<file path="config.mk">
export PLATFORM = sky130hd
export DESIGN_NAME = mcsp_top
export DESIGN_NICKNAME = d
export VERILOG_FILES = /design/src/rtl/mcsp_pkg.sv /design/src/rtl/mcsp_top.sv
export SDC_FILE = /design/constraint.sdc
export NUM_CORES = 1
export LEC_CHECK = 0
export BUFFER_PORTS_ARGS = -buffer_cell sky130_fd_sc_hd__buf_4
export CAP_MARGIN = 10
export CORE_ASPECT_RATIO = 0.5
export CORE_MARGIN = 3
export CORE_UTILIZATION = 30
export CTS_CLUSTER_SIZE = 16
export DETAILED_ROUTE_END_ITERATION = 10
export GPL_TIMING_DRIVEN = 0
export PLACE_DENSITY_LB_ADDON = 0.1
export RECOVER_POWER = 100
export SLEW_MARGIN = 15
export SYNTH_ARGS = -nofsm -noshare
export SYNTH_HDL_FRONTEND = slang
export SYNTH_SLANG_ARGS = --single-unit
</file>
<file path="constraint.sdc">
create_clock -name clk -period 1.5 [get_ports clk]
set_input_delay 0.225 -clock clk [delete_from_list [all_inputs] [get_ports clk]]
set_output_delay 0.225 -clock clk [all_outputs]
set_load 0.02 [all_outputs]
</file>
<file path="src/rtl/mcsp_pkg.sv">
// package for the modem control and status pin block
// assumes a single 20 MHz clock domain and no register bus
// Functional notes
// - a set user output bit in the modem control register drives its pin active low.
// - user outputs go high on master reset, in loop mode, or when control bit 2 or 3 is clear.
// - the receive section is timed by a dedicated 16x receive clock input.
// - selected register data goes on the bus when chip is selected and either read strobe is active.
// - status bit 6 shows the inverse of the current ring indicator pin level when read.
// - status bit 2 is set when ring indicator rises after the previous status read.
// - with modem status interrupt enabled, a ring indicator rise raises the interrupt.
// - request-to-send follows control bit 1 and goes high on reset, loop mode, or bit clear.
// - in auto request-to-send mode the receive threshold logic forces request-to-send inactive.
// - master reset clears the registers and sets the pins to their reset levels.
package mcsp_pkg;
  // modem control register fields
  localparam int unsigned CTL_RTS_BIT = 1;
  localparam int unsigned CTL_USER_ONE_BIT = 2;
  localparam int unsigned CTL_USER_TWO_BIT = 3;
  localparam int unsigned CTL_LOOP_BIT = 4;
  // modem status register fields
  localparam int unsigned MSR_RING_EDGE_BIT = 2;
  localparam int unsigned MSR_RI_BIT = 6;
  localparam logic [7:0] CTL_RESET = 8'h00;
  localparam logic [2:0] MSR_ADDR = 3'h6;
  localparam logic [2:0] CTL_ADDR = 3'h4;
  localparam logic [7:0] BUS_IDLE = 8'h00;
  // synchroniser reset levels, matched to the idle level of each pin
  localparam logic [1:0] SYNC_LOW = 2'h0;
  localparam logic [1:0] SYNC_HIGH = 2'h3;
  localparam logic [2:0] ADDR_IDLE = 3'h0;
  localparam logic RING_PIN_IDLE = 1'h1;

  // host read bus grouped together
  typedef struct packed {
    logic chip_sel;
    logic read_strobe_low_n;
    logic read_strobe_high;
    logic [2:0] addr;
  } mcsp_rd_s;

  // pin outputs grouped together
  typedef struct packed {
    logic user_output_one_n;
    logic user_output_two_n;
    logic rts_n;
  } mcsp_pins_s;
endpackage : mcsp_pkg

</file>
<file path="src/rtl/mcsp_top.sv">
// modem control pins, ring indicator status and host read path
// assumes host control write port is synchronous; pins and strobes are async
`timescale 1ns/100ps
module mcsp_top (
  // clock and reset
  input wire logic clk,
  input wire logic rst,
  // master reset pin and receive clock pin
  input wire logic master_reset_input,
  input wire logic rclk_pin,
  // host read bus
  input wire mcsp_pkg::mcsp_rd_s rd_bus,
  output logic [7:0] rd_data,
  output logic rd_data_oe_n,
  // control register write, on clk
  input wire logic mctl_wr,
  input wire logic [7:0] mctl_wdata,
  // configuration and flow control
  input wire logic msi_enable,
  input wire logic auto_rts_en,
  input wire logic rx_threshold_hit,
  // modem side
  input wire logic ring_ind_n,
  output mcsp_pkg::mcsp_pins_s pins,
  output logic modem_irq,
  output logic rx_tick_16x
);
  import mcsp_pkg::*;

  ////////////////////////////////////////////////////////////////////
  // helpers shared by the read decode, the pin drive and the checks

  // true when the synchronised address selects the status register
  function automatic logic is_status_addr(input logic [2:0] addr);
    is_status_addr = (addr == MSR_ADDR);
  endfunction : is_status_addr

  // true when the synchronised address selects the control register
  function automatic logic is_control_addr(input logic [2:0] addr);
    is_control_addr = (addr == CTL_ADDR);
  endfunction : is_control_addr

  // active low pin level: low only while the bit is set and nothing forces it off
  function automatic logic pin_level_n(input logic bit_set, input logic force_off);
    pin_level_n = ~(bit_set & ~force_off);
  endfunction : pin_level_n

  ////////////////////////////////////////////////////////////////////
  // two-flop synchronisers for every asynchronous input
  // reset values match each pin's idle level, so no false edge follows reset
  logic [1:0] mrst_s_q;
  logic [1:0] ri_s_q;
  logic [1:0] rclk_s_q;
  logic [1:0] rdl_s_q;
  logic [1:0] rdh_s_q;
  logic [1:0] cs_s_q;
  logic [2:0] addr_s0_q;
  logic [2:0] addr_s1_q;
  always_ff @(posedge clk or posedge rst) begin
    if (rst) begin
      mrst_s_q <= SYNC_LOW;
      ri_s_q <= SYNC_HIGH;
      rclk_s_q <= SYNC_LOW;
      rdl_s_q <= SYNC_HIGH;
      rdh_s_q <= SYNC_LOW;
      cs_s_q <= SYNC_LOW;
      addr_s0_q <= ADDR_IDLE;
      addr_s1_q <= ADDR_IDLE;
    end else begin
      mrst_s_q <= {mrst_s_q[0], master_reset_input};
      ri_s_q <= {ri_s_q[0], ring_ind_n};
      rclk_s_q <= {rclk_s_q[0], rclk_pin};
      rdl_s_q <= {rdl_s_q[0], rd_bus.read_strobe_low_n};
      rdh_s_q <= {rdh_s_q[0], rd_bus.read_strobe_high};
      cs_s_q <= {cs_s_q[0], rd_bus.chip_sel};
      // limitation: the host must set the address no later than the strobe
      addr_s0_q <= rd_bus.addr;
      addr_s1_q <= addr_s0_q;
    end
  end

  ////////////////////////////////////////////////////////////////////
  // decode of synchronised levels
  logic ri_prev_q;
  logic rclk_prev_q;
  logic rd_prev_q;
  wire mrst_w = mrst_s_q[1];
  wire ri_w = ri_s_q[1];
  wire [2:0] addr_w = addr_s1_q;
  // either strobe reads; the host keeps the unused one inactive
  wire rd_act_w = cs_s_q[1] & (~rdl_s_q[1] | rdh_s_q[1]);
  wire rd_start_w = rd_act_w & ~rd_prev_q;
  wire msr_rd_w = rd_start_w & is_status_addr(addr_w);
  // the pin rising marks the trailing edge of a ring
  wire ri_rise_w = ri_w & ~ri_prev_q;
  // one tick per rising receive clock edge, sixteen per received bit
  assign rx_tick_16x = rclk_s_q[1] & ~rclk_prev_q;

  ////////////////////////////////////////////////////////////////////
  // previous levels for edge detection, reset to each pin's idle level
  always_ff @(posedge clk or posedge rst) begin
    if (rst) begin
      ri_prev_q <= RING_PIN_IDLE;
      rclk_prev_q <= 1'b0;
      rd_prev_q <= 1'b0;
    end else begin
      ri_prev_q <= ri_w;
      rclk_prev_q <= rclk_s_q[1];
      rd_prev_q <= rd_act_w;
    end
  end

  ////////////////////////////////////////////////////////////////////
  // modem control register; master reset wins over a host write
  logic [7:0] mctl_q;
  wire loop_w = mctl_q[CTL_LOOP_BIT];
  always_ff @(posedge clk or posedge rst) begin
    if (rst) begin
      mctl_q <= CTL_RESET;
    end else if (mrst_w) begin
      mctl_q <= CTL_RESET;
    end else if (mctl_wr) begin
      mctl_q <= mctl_wdata;
    end
  end

  ////////////////////////////////////////////////////////////////////
  // trailing-edge ring flag
  // a rise in the read cycle wins over the clear, so no edge is lost;
  // the cost is that such an edge shows only on the next status read
  logic ring_edge_q;
  always_ff @(posedge clk or posedge rst) begin
    if (rst) begin
      ring_edge_q <= 1'b0;
    end else if (mrst_w) begin
      ring_edge_q <= 1'b0;
    end else if (ri_rise_w) begin
      ring_edge_q <= 1'b1;
    end else if (msr_rd_w) begin
      ring_edge_q <= 1'b0;
    end
  end

  ////////////////////////////////////////////////////////////////////
  // read multiplexer
  logic [7:0] msr_w;
  logic [7:0] rd_mux_w;
  always_comb begin
    msr_w = BUS_IDLE;
    msr_w[MSR_RI_BIT] = ~ri_w;
    msr_w[MSR_RING_EDGE_BIT] = ring_edge_q;
  end
  // unmapped addresses read as the idle byte
  assign rd_mux_w = is_status_addr(addr_w) ? msr_w :
                    is_control_addr(addr_w) ? mctl_q : BUS_IDLE;

  ////////////////////////////////////////////////////////////////////
  // read data, captured at strobe start so the host sees one stable value
  logic [7:0] rd_data_q;
  always_ff @(posedge clk or posedge rst) begin
    if (rst) begin
      rd_data_q <= BUS_IDLE;
    end else if (rd_start_w) begin
      rd_data_q <= rd_mux_w;
    end
  end
  assign rd_data = rd_data_q;
  // enable follows the synchronised strobe; data settles one edge after it
  assign rd_data_oe_n = ~rd_act_w;

  ////////////////////////////////////////////////////////////////////
  // pin drive, active low, forced high by master reset or loop mode
  wire kill_w = mrst_w | loop_w;
  // receive threshold overrides the host bit to throttle the far sender
  wire throttle_w = auto_rts_en & rx_threshold_hit;
  assign pins.user_output_one_n = pin_level_n(mctl_q[CTL_USER_ONE_BIT], kill_w);
  assign pins.user_output_two_n = pin_level_n(mctl_q[CTL_USER_TWO_BIT], kill_w);
  assign pins.rts_n = pin_level_n(mctl_q[CTL_RTS_BIT], kill_w | throttle_w);
  // interrupt lives and dies with the flag
  assign modem_irq = msi_enable & ring_edge_q;
endmodule : mcsp_top

</file>
==> Word-level counts from Yosys, hierarchy flattened <==
Index checks and enable logic that the tools add are counted.
{ "word_totals": {"register_bits": 38, "in_bits": 23, "output_inout_bits": 14} }
{ "op_classes": {"n_eq_ne": 2, "mux": 7, "n_bitwise": 24, "reduce_logical": 2} }
{ "op_table": {"columns": ["op", "n"], "rows": [
  ["8-bit 2-to-1 mux", 4],
  ["1-bit NOT", 11],
  ["1-bit AND", 10],
  ["3-bit equality test, second input constant", 2],
  ["1-bit 2-to-1 mux", 3],
  ["1-bit OR", 3],
  ["3-bit nonzero test", 1],
  ["2-bit nonzero test", 1]
]} }

==> Longest topological paths before layout <==
{ "depth": {"depth_word": 8, "mapped_depth": 4} }

==> Worst setup path after synthesis <==
Ideal clock, no wire load.
{ "synth_timing": {"path_type": "reg2out", "from": "register mrst_s_q[1]", "to": "output port pins[0] (netlist name)", "arrival_time_ns": 0.892, "t_required_ns": 1.275, "setup_slack_ns": 0.383, "stages_incl_launch_ff": 4, "cell_sequence": "dfrtp_1 > clkbuf_1 > nor2_1 > nand3_1"} }
{ "synth_lines": {"columns": ["item", "line_no", "text"], "rows": [
  ["start: declaration", "mcsp_top.sv:51", "logic [1:0] mrst_s_q;"],
  ["start signal: assignment", "mcsp_top.sv:70", "mrst_s_q <= {mrst_s_q[0], master_reset_input};"],
  ["end: declaration", "mcsp_top.sv:24", "output mcsp_pkg::mcsp_pins_s pins,"]
]} }

==> out/results.md <==
* **buffers and inverters on the worst path** 1
* **Area Overhead vs Synth** 30.54%
* **critical path launch point type** flip-flop
* **cell area after layout** 0.001717 sq mm
* **power density normalized to cell area** 1162 mW/mm^2
* **via count of the first global-routing pass** 781
* **Req. time, crit path** 1.27 ns
* **Routed met1 length** 1131 microns
* **largest voltage drop on the vdd net** 512.6 uV
* **clock tree root driver cell** sky130_fd_sc_hd__clkbuf_8
* **time the worst path needs with I/O delays and setup** 1.360 ns
* **later-pin clock latency in the skew report** 0.28 ns
* **post-synthesis average cell area** 14.94 sq um
* **data arrival time of the critical path** 1.13 ns
* **final estimated routing congestion in global placement** 0.6977
* **die area** 0.005262 sq mm
* **maximum fanout count along the critical path** 7
* **Starting Density** 32.36%
* **cell at the slowest stage of the critical path** sky130_fd_sc_hd__dfrtp_2
* **Placement Rows** 16
* **number of CTS-inserted buffers** 5
* **synthesis-stage register bit count** 38
* **CTS H-Tree Depth** 2
* **warning count from the yosys run** 0
* **total length of routed met2 wires** 983 microns
* **minimum setup slack after placement** 0.1883 ns
* **outcome** finished, final reports clean
* **leakage power** 0.0008125 uW
* **Filler Cell Count** 401
* **sort of element at the end of the critical path** primary output
* **RSZ-0062 raised after global routing** false
* **DRC violation count after routing** 0
* **synthesized instance count** 88
* **ports placed on the boundary** 37
* **Max stage delay on crit path** 0.46 ns
* **total of buffers placed on input and output ports** 35
* **Final period util** 90.67%
* **cell family with most CP delay** flip-flops
* **Die H** 52.82 microns
* **Max Slew Vio Count** 0
* **number of DRC violations after detailed-routing iteration 0** 19
* **horizontal extent of the die** 99.63 microns
* **max-capacitance violation count** 0
* **worst relative slew slack** 69.20%
* **chain of cells forming the critical path** nor2_2 -> nand3_1 -> buf_2
* **diode count** 0
* **maximum number of pins on one net before global-route repair** 27
* **number of buffers between clock root and the deepest sink** 2
* **Worst Skew** 0.006325 ns
* **worst hold path class** in -> reg
* **DRT antenna net count** 0
* **global-route wire length before repair** 3712 microns
* **final worst setup slack** 0.1400 ns
* **endpoints failing setup** 0
* **Cell Area, Placed** 0.001665 sq mm
* **CTS tree** built
* **number of nets in the layout** 156
* **Crit Path Class** reg -> out
* **per-cell routed wire length** 12.25 microns
* **startpoint of the most critical register-to-register path** rdl_s_q[1]
* **count of final hold-check violations** 0
* **post-DR vias/cell** 4.160
* **post-detail-place hpwl** 1665 microns
* **via total after detailed routing** 782
* **highest metal layer with signal wires** met4
* **fmax** 735.3 MHz
* **sequential area share after synthesis** 72.79%
* **first drt pass iteration count** 3
* **routed length on met3** 180 microns
* **slew at the pin closest to its max-slew limit** 0.4614 ns
* **distinct cell type count after synthesis** 21
* **overall global routing resource usage** 9.676%
* **clock-pin transition on the worst setup and hold timing paths** 0.08 ns
* **Post-Synthesis Net Count** 111
* **share of layout cells above drive strength 1** 34.33%
* **startpoint of the worst setup timing path** mrst_s_q[1]
* **aggregate routed wire length** 2303 microns
* **clock net sink count** 38
* **Netlist Area Pre-Place** 0.001315 sq mm
* **startpoint of the lowest-slack hold path** ring_ind_n
* **Floorplan Core Area** 0.004064 sq mm
* **aggregate global routing overflow** 0
* **antenna violations before repair** 0
## kinds of logic (layout without fill, tap and decap cells)
family                 Yosys count  after routing  share of synthesized area (%)
buffers and inverters            5             51                          2.093
muxes                            9              9                          6.946
DFF                             38             38                          72.79
AOI/OAI and AO/OA               10             10                          6.375
and+or+nand+nor                 26             26                          11.80
## registers in the layout, indices dropped and copies added, names as in the netlist
signal       cells
rclk_prev_q      1
rdh_s_q          2
mrst_s_q         2
ri_s_q           2
addr_s0_q        3
cs_s_q           2
addr_s1_q        3
mctl_q           8
ring_edge_q      1
rd_data          8
ri_prev_q        1
rd_prev_q        1
rclk_s_q         2
rdl_s_q          2
## cells in the mapped netlist
master | count | share of area, %
sky130_fd_sc_hd__dfrtp_1 | 33 | 63
sky130_fd_sc_hd__nor2_1 | 10 | 2.9
sky130_fd_sc_hd__a22o_1 | 8 | 5.3
sky130_fd_sc_hd__mux2i_1 | 8 | 6.1
sky130_fd_sc_hd__dfstp_2 | 5 | 10
sky130_fd_sc_hd__nand2_1 | 4 | 1.1
sky130_fd_sc_hd__nand2b_1 | 4 | 1.9
sky130_fd_sc_hd__inv_1 | 2 | 0.57
sky130_fd_sc_hd__nor2b_1 | 2 | 0.95
sky130_fd_sc_hd__a21oi_1 | 1 | 0.38
sky130_fd_sc_hd__a311oi_1 | 1 | 0.67
sky130_fd_sc_hd__and2_1 | 1 | 0.48
sky130_fd_sc_hd__buf_2 | 1 | 0.38
sky130_fd_sc_hd__buf_6 | 1 | 0.86
sky130_fd_sc_hd__clkbuf_1 | 1 | 0.29
sky130_fd_sc_hd__mux2_2 | 1 | 0.86
sky130_fd_sc_hd__nand2b_4 | 1 | 1.0
sky130_fd_sc_hd__nand3_1 | 1 | 0.38
sky130_fd_sc_hd__nor2b_4 | 1 | 1.0
sky130_fd_sc_hd__nor3_1 | 1 | 0.38
sky130_fd_sc_hd__nor4_4 | 1 | 1.6
## cell type report
type,instances,area [sq um],area share (%)
Clock inverter,2,12.51,0.7289
Tap cell,54,67.56,3.936
Buffer,2,8.758,0.5102
Sequential cell,38,958.4,55.83
Inverter,2,7.507,0.4373
Clock buffer,6,82.58,4.810
Multi-Input combinational cell,45,332.8,19.39
Timing Repair Buffer,39,246.5,14.36
## metal layers
layer	GRT usage, %	vias to the layer above
met5	0	-
met4	4.762	0
met1	12.35	376
met2	13.22	20
li1	-	384
met3	5.179	2
## cells in the final DEF, fill, tap and decap left out, types with 2 or more instances in the layout
cell,n
sky130_fd_sc_hd__inv_1,2
sky130_fd_sc_hd__nand2b_1,4
sky130_fd_sc_hd__a22o_1,8
sky130_fd_sc_hd__clkbuf_8,6
sky130_fd_sc_hd__nor2_1,9
sky130_fd_sc_hd__clkbuf_4,11
sky130_fd_sc_hd__nand2_1,4
sky130_fd_sc_hd__nor2b_1,2
sky130_fd_sc_hd__buf_4,13
sky130_fd_sc_hd__dfstp_2,4
sky130_fd_sc_hd__dfrtp_1,32
sky130_fd_sc_hd__clkbuf_2,2
sky130_fd_sc_hd__buf_2,2
sky130_fd_sc_hd__mux2i_1,8
sky130_fd_sc_hd__clkbuf_1,12
## repair_timing
| item | CTS | global route |
|---|---|---|
| pin swaps | 0 | 0 |
| buffers inserted | 0 | 2 |
| hold endpoints to repair | 10 | 0 |
| endpoints found under the setup margin | 3 | 3 |
| gates resized for setup | 1 | 1 |
| hold buffers | 1 | 0 |
## through the flow
stage	utilization (%)	cells	hold WS [ns]	setup TNS [ns]	total power [uW]
final	42.24	188	0.04458	0	1996
after floorplan	-	88	0.2295	0	1220
after detailed placement	40.98	178	0.1950	0	1316
after global placement	40.49	177	0.3331	-3.336	1307
after CTS	43.53	186	0.02758	0	2056
after global routing	42.24	188	0.01987	0	2096
## path summary, 6_finish.rpt
| kind | to | slack [ns] | depth (start not counted) |
|---|---|---|---|
| max | pins[0] | 0.14 | 3 |
| min reg2reg | addr_s1_q[1] | 0.34 | 0 |
| max in group asynchronous | ri_prev_q | 0.19 | 4 |
| min in group asynchronous | addr_s1_q[0] | 0.50 | 3 |
| max reg2reg | rd_data[5] | 0.25 | 4 |
| min | ri_s_q[0] | 0.04 | 1 |
## power by group
group | switching (uW) | internal, uW
registers | 29.4 | 1080
clock network | 351 | 369
logic | 85.3 | 81.6
No activity file was read; power rests on OpenSTA's default activity.
